### config.mk
export PLATFORM = sky130hd
export DESIGN_NAME = fan_pwm_and_tach_monitor
export DESIGN_NICKNAME = d
export VERILOG_FILES = /design/src/inc/fan_pkg.sv /design/src/inc/fan_chan_if.sv /design/src/verilog/fan_pwm_and_tach_monitor.sv /design/src/verilog/pwm_slicer.sv /design/src/verilog/tach_counter.sv
export SDC_FILE = /design/constraint.sdc
export NUM_CORES = 1
export LEC_CHECK = 0
export BUFFER_PORTS_ARGS = -buffer_cell sky130_fd_sc_hd__buf_4
export CAP_MARGIN = 20
export CORE_MARGIN = 2
export CORE_UTILIZATION = 40
export CTS_CLUSTER_SIZE = 10
export DETAILED_ROUTE_END_ITERATION = 6
export GPL_TIMING_DRIVEN = 0
export PLACE_DENSITY = 0.56
export SLEW_MARGIN = 20
export SYNTH_ARGS = -nofsm -noshare
export SYNTH_HDL_FRONTEND = slang
export SYNTH_HIERARCHICAL = 1
export SYNTH_SLANG_ARGS = --single-unit
export TNS_END_PERCENT = 30
### constraint.sdc
create_clock -name ref_clk -period 3.4 [get_ports ref_clk]
set_input_delay 0.51 -clock ref_clk [delete_from_list [all_inputs] [get_ports ref_clk]]
set_output_delay 0.51 -clock ref_clk [all_outputs]
set_load 0.03 [all_outputs]
### src/inc/fan_pkg.sv
package fan_pkg;

    // -------------------------------------------------------------------------
    // Register map and reset values.
    // -------------------------------------------------------------------------
    localparam int          NUM_FANS        = 2;
    localparam logic [7:0]  OFS_FAN_PWM_1   = 8'h56; // Per-fan PWM setting, fan 1.
    localparam logic [7:0]  OFS_FAN_PWM_2   = 8'h57; // Per-fan PWM setting, fan 2.
    localparam logic [7:0]  OFS_FAN_CTRL    = 8'h58; // Shared clock and divisor control.
    localparam logic [7:0]  OFS_PRELOAD_1   = 8'h59; // Tach preload, fan 1.
    localparam logic [7:0]  OFS_PRELOAD_2   = 8'h5A; // Tach preload, fan 2.
    localparam logic [7:0]  OFS_COUNT_1     = 8'h5B; // Live tach count, fan 1.
    localparam logic [7:0]  OFS_COUNT_2     = 8'h5C; // Live tach count, fan 2.
    localparam logic [7:0]  OFS_FAIL_STS    = 8'h5D; // Sticky fan-failure flags.
    localparam logic [7:0]  OFS_EVENT_EN    = 8'h5E; // Wake and management enables.
    localparam logic [7:0]  OFS_SLOW_CFG    = 8'h5F; // Slow clock source configuration.

    localparam logic [7:0]  FAN_PWM_RESET   = 8'h00; // Outputs low after reset.
    localparam logic [7:0]  FAN_CTRL_RESET  = 8'h50; // Both divisors select divide by two.
    localparam logic [7:0]  PRELOAD_RESET   = 8'h00;
    localparam logic [7:0]  EVENT_EN_RESET  = 8'h00;
    localparam logic [7:0]  SLOW_CFG_RESET  = 8'h00;

    // -------------------------------------------------------------------------
    // Field positions.
    // -------------------------------------------------------------------------
    localparam int CLK_SEL_BIT    = 7;  // Per-fan clock select.
    localparam int DUTY_LSB       = 1;  // Duty code occupies bits 6..1.
    localparam int FORCE_HIGH_BIT = 0;  // Per-fan override.
    localparam int DIV_LSB   [NUM_FANS] = '{4, 6}; // Count divisor fields.
    localparam int MULT_BIT  [NUM_FANS] = '{2, 3}; // Clock multiplier bits.
    localparam int SRC_BIT   [NUM_FANS] = '{0, 1}; // Clock source select bits.
    localparam int WAKE_EN_LSB    = 0;  // Wake enables in bits 1..0.
    localparam int MGMT_EN_LSB    = 4;  // Management enables in bits 5..4.
    localparam int EXT_PRESENT_BIT = 0; // External slow clock present.

    // -------------------------------------------------------------------------
    // Timing: clock rate, output frequencies and the derived slice periods.
    // -------------------------------------------------------------------------
    localparam int CLK_HZ       = 250_000_000;
    localparam int PWM_SLICES   = 64;
    localparam int FREQ_A_HZ    = 15625;  // Fast pair, select clear.
    localparam int FREQ_B_HZ    = 23438;  // Fast pair, select set.
    localparam int FREQ_C_HZ    = 40;     // Slow pair, select clear.
    localparam int FREQ_D_HZ    = 60;     // Slow pair, select set.
    localparam int SLOW_CLK_HZ  = 32768;  // Tachometer reference.

    localparam int SLICE_CYC_A    = CLK_HZ / (FREQ_A_HZ * PWM_SLICES);
    localparam int SLICE_CYC_B    = CLK_HZ / (FREQ_B_HZ * PWM_SLICES);
    localparam int SLICE_CYC_A2   = CLK_HZ / (2 * FREQ_A_HZ * PWM_SLICES);
    localparam int SLICE_CYC_B2   = CLK_HZ / (2 * FREQ_B_HZ * PWM_SLICES);
    localparam int SLICE_CYC_C    = CLK_HZ / (FREQ_C_HZ * PWM_SLICES);
    localparam int SLICE_CYC_D    = CLK_HZ / (FREQ_D_HZ * PWM_SLICES);
    localparam int SLICE_CYC_C2   = CLK_HZ / (2 * FREQ_C_HZ * PWM_SLICES);
    localparam int SLICE_CYC_D2   = CLK_HZ / (2 * FREQ_D_HZ * PWM_SLICES);
    localparam int SLOW_TICK_CYC  = CLK_HZ / SLOW_CLK_HZ;

    localparam logic [7:0] TACH_SAT = 8'hFF; // Counter ceiling.

    typedef logic [16:0] slice_cnt_t;        // Wide enough for the slowest slice.

endpackage

### src/inc/fan_chan_if.sv
`timescale 1ns/1ps

// Per-fan bundle between the register side and the two channel engines.
interface fan_chan_if;
    logic       slice_tick;  // One PWM slice has elapsed.
    logic [5:0] duty_code;   // Slices high per period.
    logic       force_high;  // Override to constant high.
    logic       pwm_out;     // Registered PWM level.
    logic       slow_tick;   // One cycle of the 32.768 kHz reference.
    logic [1:0] divisor;     // Count divisor code.
    logic       reload;      // Preload register was written.
    logic [7:0] preload;     // Counter start value.
    logic       tach_rise;   // Rising edge seen on the synchronised tach input.
    logic [7:0] count;       // Live tach count.
    logic       limit_hit;   // Two top bits of the count are set.

    modport ctrl (output slice_tick, duty_code, force_high, slow_tick, divisor,
                  reload, preload, tach_rise, input pwm_out, count, limit_hit);
    modport pwm  (input slice_tick, duty_code, force_high, output pwm_out);
    modport tach (input slow_tick, divisor, reload, preload, tach_rise,
                  output count, limit_hit);
endinterface

### src/verilog/fan_pwm_and_tach_monitor.sv
`timescale 1ns/1ps

// Functional notes
// - Per-fan bit 7 selects the PWM frequency.
// - Bits 6..1 give duty of code/64.
// - Zero code without override keeps output low.
// - Full code is high 63 of 64 slices.
// - Bit 0 forces the output constantly high.
// - Two-bit count divisor per fan: 1,2,4,8.
// - Divisors reset to divide by two.
// - Multiplier bit doubles the chosen base clock.
// - Source-select bit picks the low-frequency pair.
// - Eight frequencies: base pair, slow pair, doubled.
// - PWM outputs are low after reset.
// - Eight-bit tach counter fed by divided reference.
// - Reference from pin when present, else internal.
// - Reload on tach rise or preload write.
// - Counter saturates at all ones, never wraps.
// - Count of 192 raises enabled wake/management events.
// - Programmable preload sets the starting count.
// - Two tach pulses per revolution, one period.

module fan_pwm_and_tach_monitor
    import fan_pkg::*;
#(
    parameter int unsigned SLICE_CYC_SLOW_A  = fan_pkg::SLICE_CYC_C,   // 40 Hz slice.
    parameter int unsigned SLICE_CYC_SLOW_B  = fan_pkg::SLICE_CYC_D,   // 60 Hz slice.
    parameter int unsigned SLICE_CYC_SLOW_A2 = fan_pkg::SLICE_CYC_C2,  // 80 Hz slice.
    parameter int unsigned SLICE_CYC_SLOW_B2 = fan_pkg::SLICE_CYC_D2,  // 120 Hz slice.
    parameter int unsigned SLOW_TICK_CYCLES  = fan_pkg::SLOW_TICK_CYC  // Internal reference.
) (
    input  wire logic                    ref_clk,             // 250 MHz system clock.
    input  wire logic                    rst,                 // Synchronous reset.
    input  wire logic [7:0]              io_addr,             // Register offset.
    input  wire logic [7:0]              io_wdata,            // Write data.
    input  wire logic                    io_wr,               // Write strobe.
    input  wire logic                    io_rd,               // Read strobe.
    output      logic [7:0]              io_rdata,            // Read data, registered.
    input  wire logic                    slow_clock_pin,      // External 32.768 kHz.
    input  wire logic                    speed_sense_input_1, // Tach, fan 1.
    input  wire logic                    speed_sense_input_2, // Tach, fan 2.
    output      logic [NUM_FANS-1:0]     fan_speed_out,       // PWM outputs.
    output      logic                    wake_event,          // Wake request level.
    output      logic                    mgmt_irq             // Management interrupt level.
);

    // -------------------------------------------------------------------------
    // Register state.
    // -------------------------------------------------------------------------
    logic [7:0]          fan_pwm_q [NUM_FANS]; // Per-fan PWM settings.
    logic [7:0]          fan_ctrl_q;           // Shared divisor and clock control.
    logic [7:0]          preload_q [NUM_FANS]; // Tach preload values.
    logic [7:0]          event_en_q;           // Wake and management enables.
    logic [7:0]          slow_cfg_q;           // Slow clock configuration.
    logic [NUM_FANS-1:0] fail_q;               // Sticky failure flags.
    logic [NUM_FANS-1:0] reload_q;             // One-cycle preload write pulses.
    logic [7:0]          rdata_q;              // Read data holding register.
    logic                wake_q;               // Registered wake output.
    logic                mgmt_q;               // Registered management output.

    // Per-fan wires collected from the channel engines.
    logic [NUM_FANS-1:0] limit_hit;            // Count at or above 192.
    logic [7:0]          count_w   [NUM_FANS]; // Live counts for readback.

    // -------------------------------------------------------------------------
    // Pin synchronisers.
    // -------------------------------------------------------------------------
    // Stage one is read only by stage two; the third stage exists purely so the
    // edge detector compares two settled samples.
    logic [2:0] meta_q;   // First stage: slow pin, tach 2, tach 1.
    logic [2:0] sync_q;   // Second stage.
    logic [2:0] prev_q;   // Delayed copy for edge detection.
    logic [2:0] rise;     // Rising edges of the synchronised pins.

    always_ff @(posedge ref_clk) begin
        if (rst) begin
            meta_q <= 3'h0;
            sync_q <= 3'h0;
            prev_q <= 3'h0;
        end else begin
            meta_q <= {slow_clock_pin, speed_sense_input_2, speed_sense_input_1};
            sync_q <= meta_q;
            prev_q <= sync_q;
        end
    end

    assign rise = sync_q & ~prev_q;

    // -------------------------------------------------------------------------
    // Slow reference tick.
    // -------------------------------------------------------------------------
    // The internal reference is a divider on the system clock. It is only an
    // approximation of 32.768 kHz because the ratio is not a whole number.
    logic [15:0] slow_div_q; // Internal reference divider.
    logic        int_tick;   // Internal reference tick.
    logic        slow_tick;  // Selected reference tick.

    always_ff @(posedge ref_clk) begin
        if (rst || int_tick) begin
            slow_div_q <= 16'h0000;
        end else begin
            slow_div_q <= 16'(slow_div_q + 16'h0001);
        end
    end

    assign int_tick = (slow_div_q == 16'(SLOW_TICK_CYCLES - 1));

    // Choose the pin when software reports it present, else the internal one.
    assign slow_tick = slow_cfg_q[EXT_PRESENT_BIT] ? rise[2] : int_tick;

    // -------------------------------------------------------------------------
    // Register writes.
    // -------------------------------------------------------------------------
    // PWM settings, one per fan; no side effects beyond storing.
    always_ff @(posedge ref_clk) begin
        if (rst) begin
            fan_pwm_q[0] <= FAN_PWM_RESET;
            fan_pwm_q[1] <= FAN_PWM_RESET;
        end else if (io_wr && io_addr == OFS_FAN_PWM_1) begin
            fan_pwm_q[0] <= io_wdata;
        end else if (io_wr && io_addr == OFS_FAN_PWM_2) begin
            fan_pwm_q[1] <= io_wdata;
        end
    end

    // Shared control register; reset value selects divide by two on both fans.
    always_ff @(posedge ref_clk) begin
        if (rst) begin
            fan_ctrl_q <= FAN_CTRL_RESET;
        end else if (io_wr && io_addr == OFS_FAN_CTRL) begin
            fan_ctrl_q <= io_wdata;
        end
    end

    // Preload registers. A write also reloads the counter on the next cycle,
    // so software sees the new start value without waiting for a tach edge.
    always_ff @(posedge ref_clk) begin
        if (rst) begin
            preload_q[0] <= PRELOAD_RESET;
            preload_q[1] <= PRELOAD_RESET;
            reload_q     <= '0;
        end else begin
            reload_q <= '0;
            if (io_wr && io_addr == OFS_PRELOAD_1) begin
                preload_q[0] <= io_wdata;
                reload_q[0]  <= 1'b1;
            end
            if (io_wr && io_addr == OFS_PRELOAD_2) begin
                preload_q[1] <= io_wdata;
                reload_q[1]  <= 1'b1;
            end
        end
    end

    // Event enables and slow clock configuration.
    always_ff @(posedge ref_clk) begin
        if (rst) begin
            event_en_q <= EVENT_EN_RESET;
            slow_cfg_q <= SLOW_CFG_RESET;
        end else begin
            if (io_wr && io_addr == OFS_EVENT_EN) begin
                event_en_q <= io_wdata;
            end
            if (io_wr && io_addr == OFS_SLOW_CFG) begin
                slow_cfg_q <= io_wdata;
            end
        end
    end

    // -------------------------------------------------------------------------
    // Failure flags and event outputs.
    // -------------------------------------------------------------------------
    // Writing one clears a flag, but a threshold hit in the same cycle wins so
    // no failure can slip past a clear. While the count stays high the flag
    // comes straight back, which is the intended behaviour for a stalled fan.
    logic [NUM_FANS-1:0] fail_clr; // Write-one-to-clear mask.

    assign fail_clr = (io_wr && io_addr == OFS_FAIL_STS) ? io_wdata[NUM_FANS-1:0] : '0;

    always_ff @(posedge ref_clk) begin
        if (rst) begin
            fail_q <= '0;
        end else begin
            fail_q <= (fail_q & ~fail_clr) | limit_hit;
        end
    end

    // Outputs follow the flags only where enabled; disabling drops them one clock after the enable register changes.
    always_ff @(posedge ref_clk) begin
        if (rst) begin
            wake_q <= 1'b0;
            mgmt_q <= 1'b0;
        end else begin
            wake_q <= |(fail_q & event_en_q[WAKE_EN_LSB +: NUM_FANS]);
            mgmt_q <= |(fail_q & event_en_q[MGMT_EN_LSB +: NUM_FANS]);
        end
    end

    assign wake_event = wake_q;
    assign mgmt_irq   = mgmt_q;

    // -------------------------------------------------------------------------
    // Register reads.
    // -------------------------------------------------------------------------
    // Read data is captured on the strobe and held until the next read.
    // Offsets outside the block answer with zero.
    always_ff @(posedge ref_clk) begin
        if (rst) begin
            rdata_q <= 8'h00;
        end else if (io_rd) begin
            unique case (io_addr)
                OFS_FAN_PWM_1: rdata_q <= fan_pwm_q[0];
                OFS_FAN_PWM_2: rdata_q <= fan_pwm_q[1];
                OFS_FAN_CTRL:  rdata_q <= fan_ctrl_q;
                OFS_PRELOAD_1: rdata_q <= preload_q[0];
                OFS_PRELOAD_2: rdata_q <= preload_q[1];
                OFS_COUNT_1:   rdata_q <= count_w[0];
                OFS_COUNT_2:   rdata_q <= count_w[1];
                OFS_FAIL_STS:  rdata_q <= {6'h00, fail_q};
                OFS_EVENT_EN:  rdata_q <= event_en_q;
                OFS_SLOW_CFG:  rdata_q <= slow_cfg_q;
                default:       rdata_q <= 8'h00;
            endcase
        end
    end

    assign io_rdata = rdata_q;

    // -------------------------------------------------------------------------
    // Per-fan channels.
    // -------------------------------------------------------------------------
    for (genvar f = 0; f < NUM_FANS; f++) begin : g_fan
        fan_chan_if chan ();

        slice_cnt_t slice_div_q; // Cycles left in the current slice.
        slice_cnt_t slice_len;   // Slice length for the selected frequency.
        logic [2:0] freq_sel;    // Source, multiplier and clock select.

        assign freq_sel = {fan_ctrl_q[SRC_BIT[f]],
                           fan_ctrl_q[MULT_BIT[f]],
                           fan_pwm_q[f][CLK_SEL_BIT]};

        // Eight output frequencies; the multiplier halves the slice length.
        always_comb begin
            unique case (freq_sel)
                3'b000: slice_len = slice_cnt_t'(SLICE_CYC_A);
                3'b001: slice_len = slice_cnt_t'(SLICE_CYC_B);
                3'b010: slice_len = slice_cnt_t'(SLICE_CYC_A2);
                3'b011: slice_len = slice_cnt_t'(SLICE_CYC_B2);
                3'b100: slice_len = slice_cnt_t'(SLICE_CYC_SLOW_A);
                3'b101: slice_len = slice_cnt_t'(SLICE_CYC_SLOW_B);
                3'b110: slice_len = slice_cnt_t'(SLICE_CYC_SLOW_A2);
                3'b111: slice_len = slice_cnt_t'(SLICE_CYC_SLOW_B2);
            endcase
        end

        // Down-counter that pulses once per slice. A setting change takes
        // effect at the end of the slice in progress rather than mid-slice.
        always_ff @(posedge ref_clk) begin
            if (rst) begin
                slice_div_q <= '0;
            end else if (slice_div_q == '0) begin
                slice_div_q <= slice_cnt_t'(slice_len - 17'h00001);
            end else begin
                slice_div_q <= slice_cnt_t'(slice_div_q - 17'h00001);
            end
        end

        assign chan.slice_tick = (slice_div_q == '0);
        assign chan.duty_code  = fan_pwm_q[f][DUTY_LSB +: 6];
        assign chan.force_high = fan_pwm_q[f][FORCE_HIGH_BIT];
        assign chan.slow_tick  = slow_tick;
        assign chan.divisor    = fan_ctrl_q[DIV_LSB[f] +: 2];
        assign chan.reload     = reload_q[f];
        assign chan.preload    = preload_q[f];
        assign chan.tach_rise  = rise[f];

        pwm_slicer u_pwm (
            .ref_clk (ref_clk),
            .rst     (rst),
            .chan    (chan.pwm)
        );

        tach_counter u_tach (
            .ref_clk (ref_clk),
            .rst     (rst),
            .chan    (chan.tach)
        );

        assign fan_speed_out[f] = chan.pwm_out;
        assign limit_hit[f]     = chan.limit_hit;
        assign count_w[f]       = chan.count;
    end

endmodule

### src/verilog/pwm_slicer.sv
`timescale 1ns/1ps

module pwm_slicer
    import fan_pkg::*;
(
    input wire logic ref_clk, // System clock.
    input wire logic rst,     // Synchronous reset, active high.
    fan_chan_if.pwm  chan     // Channel settings and output.
);

    logic [5:0] slice_q; // Position within the 64-slice period.
    logic       out_q;   // Registered output level.

    // Advance one slice per tick; six bits wrap after 64 slices.
    always_ff @(posedge ref_clk) begin
        if (rst) begin
            slice_q <= 6'h00;
        end else if (chan.slice_tick) begin
            slice_q <= 6'(slice_q + 6'h01);
        end
    end

    // High while the slice index is below the code, so a zero code never goes
    // high and the full code leaves exactly one low slice per period.
    always_ff @(posedge ref_clk) begin
        if (rst) begin
            out_q <= 1'b0;
        end else if (chan.force_high) begin
            out_q <= 1'b1;
        end else begin
            out_q <= (slice_q < chan.duty_code);
        end
    end

    assign chan.pwm_out = out_q;

endmodule

### src/verilog/tach_counter.sv
`timescale 1ns/1ps

module tach_counter
    import fan_pkg::*;
(
    input wire logic ref_clk, // System clock.
    input wire logic rst,     // Synchronous reset, active high.
    fan_chan_if.tach chan     // Tach controls and count.
);

    logic [2:0] pre_q;   // Prescaler over reference ticks.
    logic [2:0] mask;    // Prescaler terminal pattern for the divisor.
    logic [7:0] count_q; // Saturating tach count.
    logic       step;    // Count advances this cycle.

    // Divisor codes 0..3 give division by 1, 2, 4 and 8.
    always_comb begin
        unique case (chan.divisor)
            2'b00: mask = 3'h0;
            2'b01: mask = 3'h1;
            2'b10: mask = 3'h3;
            2'b11: mask = 3'h7;
        endcase
    end

    assign step = chan.slow_tick && ((pre_q & mask) == mask);

    // Prescaler restarts with each reload so every period starts aligned.
    always_ff @(posedge ref_clk) begin
        if (rst || chan.reload || chan.tach_rise) begin
            pre_q <= 3'h0;
        end else if (chan.slow_tick) begin
            pre_q <= 3'(pre_q + 3'h1);
        end
    end

    // Reload on a tach edge or a preload write, else count up and stick at ceiling.
    always_ff @(posedge ref_clk) begin
        if (rst) begin
            count_q <= PRELOAD_RESET;
        end else if (chan.reload || chan.tach_rise) begin
            count_q <= chan.preload;
        end else if (step && count_q != TACH_SAT) begin
            count_q <= 8'(count_q + 8'h01);
        end
    end

    assign chan.count     = count_q;
    assign chan.limit_hit = &count_q[7:6];

endmodule

# After elaboration in Yosys (flattened, before gate mapping)
# Memory sizes are Yosys's and may differ from the RTL's.
# Cells that the tools add are included.
[totals] mem_bits_ro=272 word_cells=134 out_inout_bits=12 regBits=133 ram_bits=32 memories=4 in_bits=23
[memory_table] name="(name not given)" words=8 width=17 rd=1 rd_ports_with_merged_regs=0 write_ports=0 line_no="fan_pwm_and_tach_monitor.sv:245" text="unique case (freq_sel)"
[memory_table] name="(name not given)" words=8 width=17 rd=1 rd_ports_with_merged_regs=0 write_ports=0 line_no="fan_pwm_and_tach_monitor.sv:245"
[memory_table] name="fan_pwm_q" words=2 width=8 rd=2 rd_ports_with_merged_regs=0 write_ports=2 line_no="fan_pwm_and_tach_monitor.sv:50" text="logic [7:0] fan_pwm_q [NUM_FANS];"
[memory_table] name="preload_q" words=2 width=8 rd=2 rd_ports_with_merged_regs=0 write_ports=2 line_no="fan_pwm_and_tach_monitor.sv:52" text="logic [7:0] preload_q [NUM_FANS];"
[classes] mux=32 n_addsub=11 order_cmp=2 reduce_logical=29 n_eq_ne=21 n_bitwise=13
[ops] operator="8-bit by 7-bit == test with 1-bit output, second input constant" count=10
[ops] operator="8-bit case mux with 10 select lines" count=1
[ops] operator="17-bit by 1-bit subtractor with 17-bit output, second input constant" count=4
[ops] operator="8-bit 2-to-1 mux" count=8
[ops] operator="17-bit zero test" count=2
[ops] operator="17-bit 2-to-1 mux" count=2
[ops] operator="3-bit case mux with 4 select lines" count=2
[ops] operator="1-bit 2-to-1 mux" count=18
[ops] operator="16-bit by 1-bit adder with 16-bit output, second input constant" count=1
[ops] operator="8-bit by 1-bit adder with 8-bit output, second input constant" count=2
[ops] operator="16-bit by 13-bit == test with 1-bit output, second input constant" count=1
[ops] operator="8-bit inequality test, second input constant" count=2
[ops] operator="6-bit by 1-bit adder with 6-bit output, second input constant" count=2
[ops] operator="1-bit logical AND" count=12
[ops] operator="6-bit < comparator" count=2
[ops] operator="3-bit AND" count=3
[ops] operator="2-bit == test, second input constant" count=4
[ops] operator="1-bit logical OR" count=7
[ops] operator="3-bit by 1-bit adder with 3-bit output, second input constant" count=2
[ops] operator="2-bit AND" count=3
[ops] operator="3-bit == test" count=2
[ops] operator="2-bit by 1-bit == test with 1-bit output, second input constant" count=2
[ops] operator="2-bit zero test" count=2
[ops] operator="1-bit OR" count=4
[ops] operator="other kinds (7)" count=10

# Logic depth before layout (Yosys ltp)
[depth] ltp_word=8 depth_mapped=13 mapped_depth_nobuf=11

# By module
# Netlist, hierarchy kept.
[modules_own_cells] mod="fan_pwm_and_tach_monitor" area_each_um2=6468.7 seq_area_each_um2=2902.8 cells_per_inst=676 n_inst=1
[modules_own_cells] mod="tach_counter" area_each_um2=728.2 seq_area_each_um2=220.2 cells_per_inst=91 n_inst=2
[modules_own_cells] mod="pwm_slicer" area_each_um2=394.1 seq_area_each_um2=140.1 cells_per_inst=45 n_inst=2

# Least setup slack after synthesis
# Ideal clock, no wire load.
[synth_timing] path_type="register to register" startpoint="reg g_fan[1].slice_div_q[3]" endpoint="reg g_fan[1].slice_div_q[10]" setup_ns=0.121 required_ns=3.279 arrival_ns=2.812 path_slack_ns=0.467 period_less_slack_ns=2.933 path_stages_with_launch=13 path_buffers=1 cell_sequence="dfxtp_1 > or4_4 > nor4_4 > and2_1 > buf_4 > nor2b_1 > a21oi_1 > ha_1 > inv_1 > a311o_1 > a211oi_2 > o21ai_0 > mux2_2"
[synth_via] elab_chain_cells=2 word_cells_on_any_way=3 classes_between="add/sub: 1; mux: 1; reduce/logical: 1"
[synth_lines] item="from (decl)" line_no="fan_pwm_and_tach_monitor.sv:235" text="slice_cnt_t slice_div_q;"
[synth_lines] item="from (signal assigned)" line_no="fan_pwm_and_tach_monitor.sv:263" text="slice_div_q <= slice_cnt_t'(slice_len - 17'h00001);"
[synth_lines] item="from (signal assigned)" line_no="fan_pwm_and_tach_monitor.sv:265" text="slice_div_q <= slice_cnt_t'(slice_div_q - 17'h00001);"
[synth_lines] item="17-bit zero test"
[synth_lines] item="named net g_fan[1].chan.slice_tick" line_no="fan_chan_if.sv:5" text="logic slice_tick;"
[synth_lines] item="17-bit 2-to-1 mux" line_no="fan_pwm_and_tach_monitor.sv:262" text="end else if (slice_div_q == '0) begin"
# The timed path passes the listed nets, and every way through them passes these cells.
# A chain may end at the register's enable or synchronous reset.

# Worst setup path in the final report
[layout_timing] startpoint="reg g_fan[1].slice_div_q[11]" endpoint="reg g_fan[1].slice_div_q[10]"
# The elaborated chain is that of the path after synthesis.

==> metrics.yaml <==
endpoint_kind: "flip-flop"
grt_pass1_vias: 6941
rsz0062_at_grt: "false"
drive_gt1_share_pct: 12.1
cp.arrival_ns: 3.55
dp_hpwl_um: 17200
path_cells: "or4_1, nor4_4, buf_4, and2_1, buf_4, nor2b_1, a21oi_1, ha_1, inv_1, a311o_2, a211oi_4, o21ai_0, mux2_2"
htreeDepth: 4
cpMaxStageDelayCell: "or4_1"
clk_latency_ns: 0.44
antennaDiodeCount: 0
ant_nets: 0
fp.dieH_um: 152
cp.required_ns: 3.73
clock_path_buffers: 2
grt_max_degree: 34
synth.distinct_cells: 76
dp_cells: 1255
io_pins: 35
fillers: 2135
grt_overflow: 0
grt_usage_pct: 21.4
fp.dieW_um: 152
post-route-min-period_ns: 3.22
finalHoldViolCount: 0
yosysSeqAreaShare_pct: 41.6
fin_skew_ns: 0.00825
grt_pass1_wl_um: 37400
worst_hold_slack_ns: 0.279
worst-slew-pin-transition_ns: 0.860
dieArea_mm2: 0.0230
yosysWarnings: 6
max_stage_delay_ns: 0.63
layout_setup_ws_ns: 0.178
rows: 53
hold_end: "meta_q[1]"
core_area_mm2: 0.0212
antenna_found_initial: 0
p_leak_nw: 3.81
holdCritStartpoint: "speed_sense_input_2"
r2r-start: "g_fan[1].slice_div_q[11]"
clkTransAtPathRegs_ns: 0.07
tritoncts: "built"
finalSetupViolCount: 0
worstRegToRegCells: 13
initial_core_util_pct: 41.1
wl_um: 23800
instances_no_fill: 1290
post-route-drc-count: 0
cp-start-kind: "flip-flop"
syn-cell-area_mm2: 0.00871
crit_type: "reg2reg"
synth_enable_flop_cells: 32
period_share_pct: 94.8
p_per_area_mw_per_mm2: 629
synth-async-reset-ratio_pct: 0
cts-root-buf: "clkbuf_16"
drtPass1Iterations: 7
dr_total_vias: 7309
dp_slack_ns: -0.0505
avgSynthCellArea_um2: 9.19
synth_ff_type: "dfxtp_1"
dr.first_iter.drc_count: 520
synth-seq-cells: 165
routed_via_density: 5.67
io_buffer_count: 32
crit_fanout: 10
reg2reg_to: "g_fan[1].slice_div_q[10]"
maxCapViolCount: 0
clkSinkCount: 165
synthToLayoutAreaGrowth_pct: 13.5
hold_class: "in2reg"
outcome: "finished, final reports clean"
peakVddDrop_mv: 0.302
reg2reg_slack_ns: 0.18
synth_nets: 1001
cts_inserted_buffers: 17
nets: 1055
routabilityCongestion: 0.893
synthCells: 948
critical_path.most_common_cell: "buf_4"
slew_viol_final: 0
slew_headroom_pct: 42.5
hold-path-cell-count: 2
post_drt_wl_per_cell_um: 18.4
fmax_mhz: 310
==> kinds of logic after synthesis <==
family                   count (synthesis)  synth area share, %
adder cells (fa/ha/maj)                 30                 4.31
multiplexers                            48                 6.72
AO/OA/AOI/OAI                          186                 15.1
buffers and inverters                   84                 4.15
flip-flops                             165                 41.6
AND/OR/NAND/NOR                        394                 24.0
XOR/XNOR                                41                 4.12
==> Yosys cell counts, types with 4 or more instances <==
master / n / area, um2
mux2_2: 4 / 45.0
buf_2: 8 / 40.0
and3_1: 8 / 50.1
nand3_1: 34 / 170
a31oi_1: 13 / 81.3
nand2b_1: 23 / 144
o21bai_1: 4 / 30.0
nand2_1: 42 / 158
nor4_1: 11 / 68.8
edfxtp_1: 32 / 961
a211oi_1: 12 / 90.1
mux2i_1: 36 / 360
nor3_1: 40 / 200
nand3b_1: 7 / 52.6
nor2_1: 114 / 428
xnor2_1: 21 / 184
mux4_2: 8 / 180
dfxtp_1: 133 / 2660
a22oi_1: 9 / 67.6
clkbuf_1: 26 / 97.6
a31o_2: 4 / 35.0
a221oi_1: 6 / 52.6
a211o_1: 4 / 35.0
inv_1: 39 / 146
buf_4: 5 / 37.5
or4_1: 7 / 52.6
o211ai_1: 4 / 30.0
ha_1: 30 / 375
nor2b_1: 24 / 150
xor2_1: 20 / 175
a21oi_1: 40 / 200
or3_1: 15 / 93.8
or2_2: 7 / 43.8
o21a_1: 4 / 30.0
nand4_1: 15 / 93.8
a21o_1: 7 / 52.6
a311oi_1: 13 / 114
nor4b_1: 5 / 43.8
and2_1: 20 / 125
o31ai_1: 4 / 30.0
o21ai_0: 33 / 165
==> critical path, delay by kind of cell (launching register included) <==
kind	cells	cell delay, ns
adder cells (fa/ha/maj)	1	0.21
AND/OR/NAND/NOR	4	1.20
AO/OA/AOI/OAI	4	0.53
multiplexers	1	0.35
buffers and inverters	3	0.46
flip-flops	1	0.35
==> metrics by stage <==
stage               setup TNS [ns]  total power [mW]  cell area [um2]  util [%]
global placement            -0.224              4.28             9300      43.8
detailed placement          -0.402              4.29             9300      43.8
finish                           0              6.23             9890      46.6
floorplan                        0              3.85             8710         -
CTS                              0              6.17             9860      46.5
global route                     0              6.58             9890      46.6
==> sequential cells by signal, summed over array words and instances (netlist names), 8 cells and up <==
register and count:
g_fan.u_tach/chan.count 16, io_rdata 8, slow_cfg_q 8, fan_pwm_q 16, preload_q 16, g_fan.u_pwm/slice_q 12, slow_div_q 16, fan_ctrl_q 8
event_en_q 8, g_fan.slice_div_q 34
==> timing repair <==
item | CTS | global route
endpoints found under the setup margin | 0 | 4
setup buffers | 0 | 3
endpoints found under the hold margin | 0 | 0
resized for setup | 0 | 2
hold buffers | 0 | 0
==> routing by layer <==
metal	wire length, um	vias up	GRT usage (%)	part of all wire [%]
li1	-	3570	-	-
met1	11200	3508	29.2	47
met2	10900	196	33.8	46
met3	1210	35	4.37	5.1
met4	527	0	7.08	2.2
met5	0	-	0	0
==> area by class of cell <==
cell class                      instances  area (um2)  share of cell area [%]
Clock buffer                           17         425                    4.30
Timing Repair Buffer                   35         263                    2.66
Tap cell                              275         344                    3.48
Inverter                               41         154                    1.56
Sequential cell                       165        3620                    36.6
Buffer                                 43         208                    2.10
Clock inverter                         15         139                    1.40
Multi-Input combinational cell        699        4740                    47.9
==> power by group <==
| group | internal (mW) | switching [mW] | leakage (nW) |
|---|---|---|---|
| combinational | 0.816 | 1.12 | 2.15 |
| clock | 0.970 | 0.906 | 0.277 |
| sequential | 2.20 | 0.212 | 1.39 |
==> cells in the final DEF, fill, tap and decap left out, drive strengths merged, types with 9 or more instances in the layout <==
| master | instances |
|---|---|
| a211oi | 14 |
| a21oi | 40 |
| a22oi | 9 |
| a311oi | 13 |
| a31oi | 13 |
| and2 | 21 |
| buf | 50 |
| clkbuf | 43 |
| dfxtp | 133 |
| edfxtp | 32 |
| ha | 30 |
| inv | 47 |
| mux2i | 36 |
| nand2 | 45 |
| nand2b | 24 |
| nand3 | 34 |
| nand4 | 17 |
| nor2 | 115 |
| nor2b | 24 |
| nor3 | 41 |
| nor4 | 12 |
| o21ai | 34 |
| or3 | 15 |
| xnor2 | 21 |
| xor2 | 20 |
==> how the worst max path moves through the flow <==
| stage | start | end | slack, ns | cells past startpoint |
|---|---|---|---|---|
| 6_report | g_fan[1].slice_div_q[11] | g_fan[1].slice_div_q[10] | 0.18 | 13 |
| 5_1_grt | g_fan[1].slice_div_q[14] | g_fan[1].slice_div_q[10] | 0.04 | 13 |
| 4_1_cts | g_fan[1].slice_div_q[3] | g_fan[1].slice_div_q[10] | 0.02 | 12 |
| 3_5_place_dp | io_addr[0] | fan_pwm_q[0][11] | -0.05 | 5 |
| 3_3_place_gp | io_addr[0] | fan_pwm_q[0][12] | -0.03 | 5 |
| 2_1_floorplan | g_fan[1].slice_div_q[3] | g_fan[1].slice_div_q[10] | 0.47 | 12 |
No activity file was read; power rests on OpenSTA's default activity.
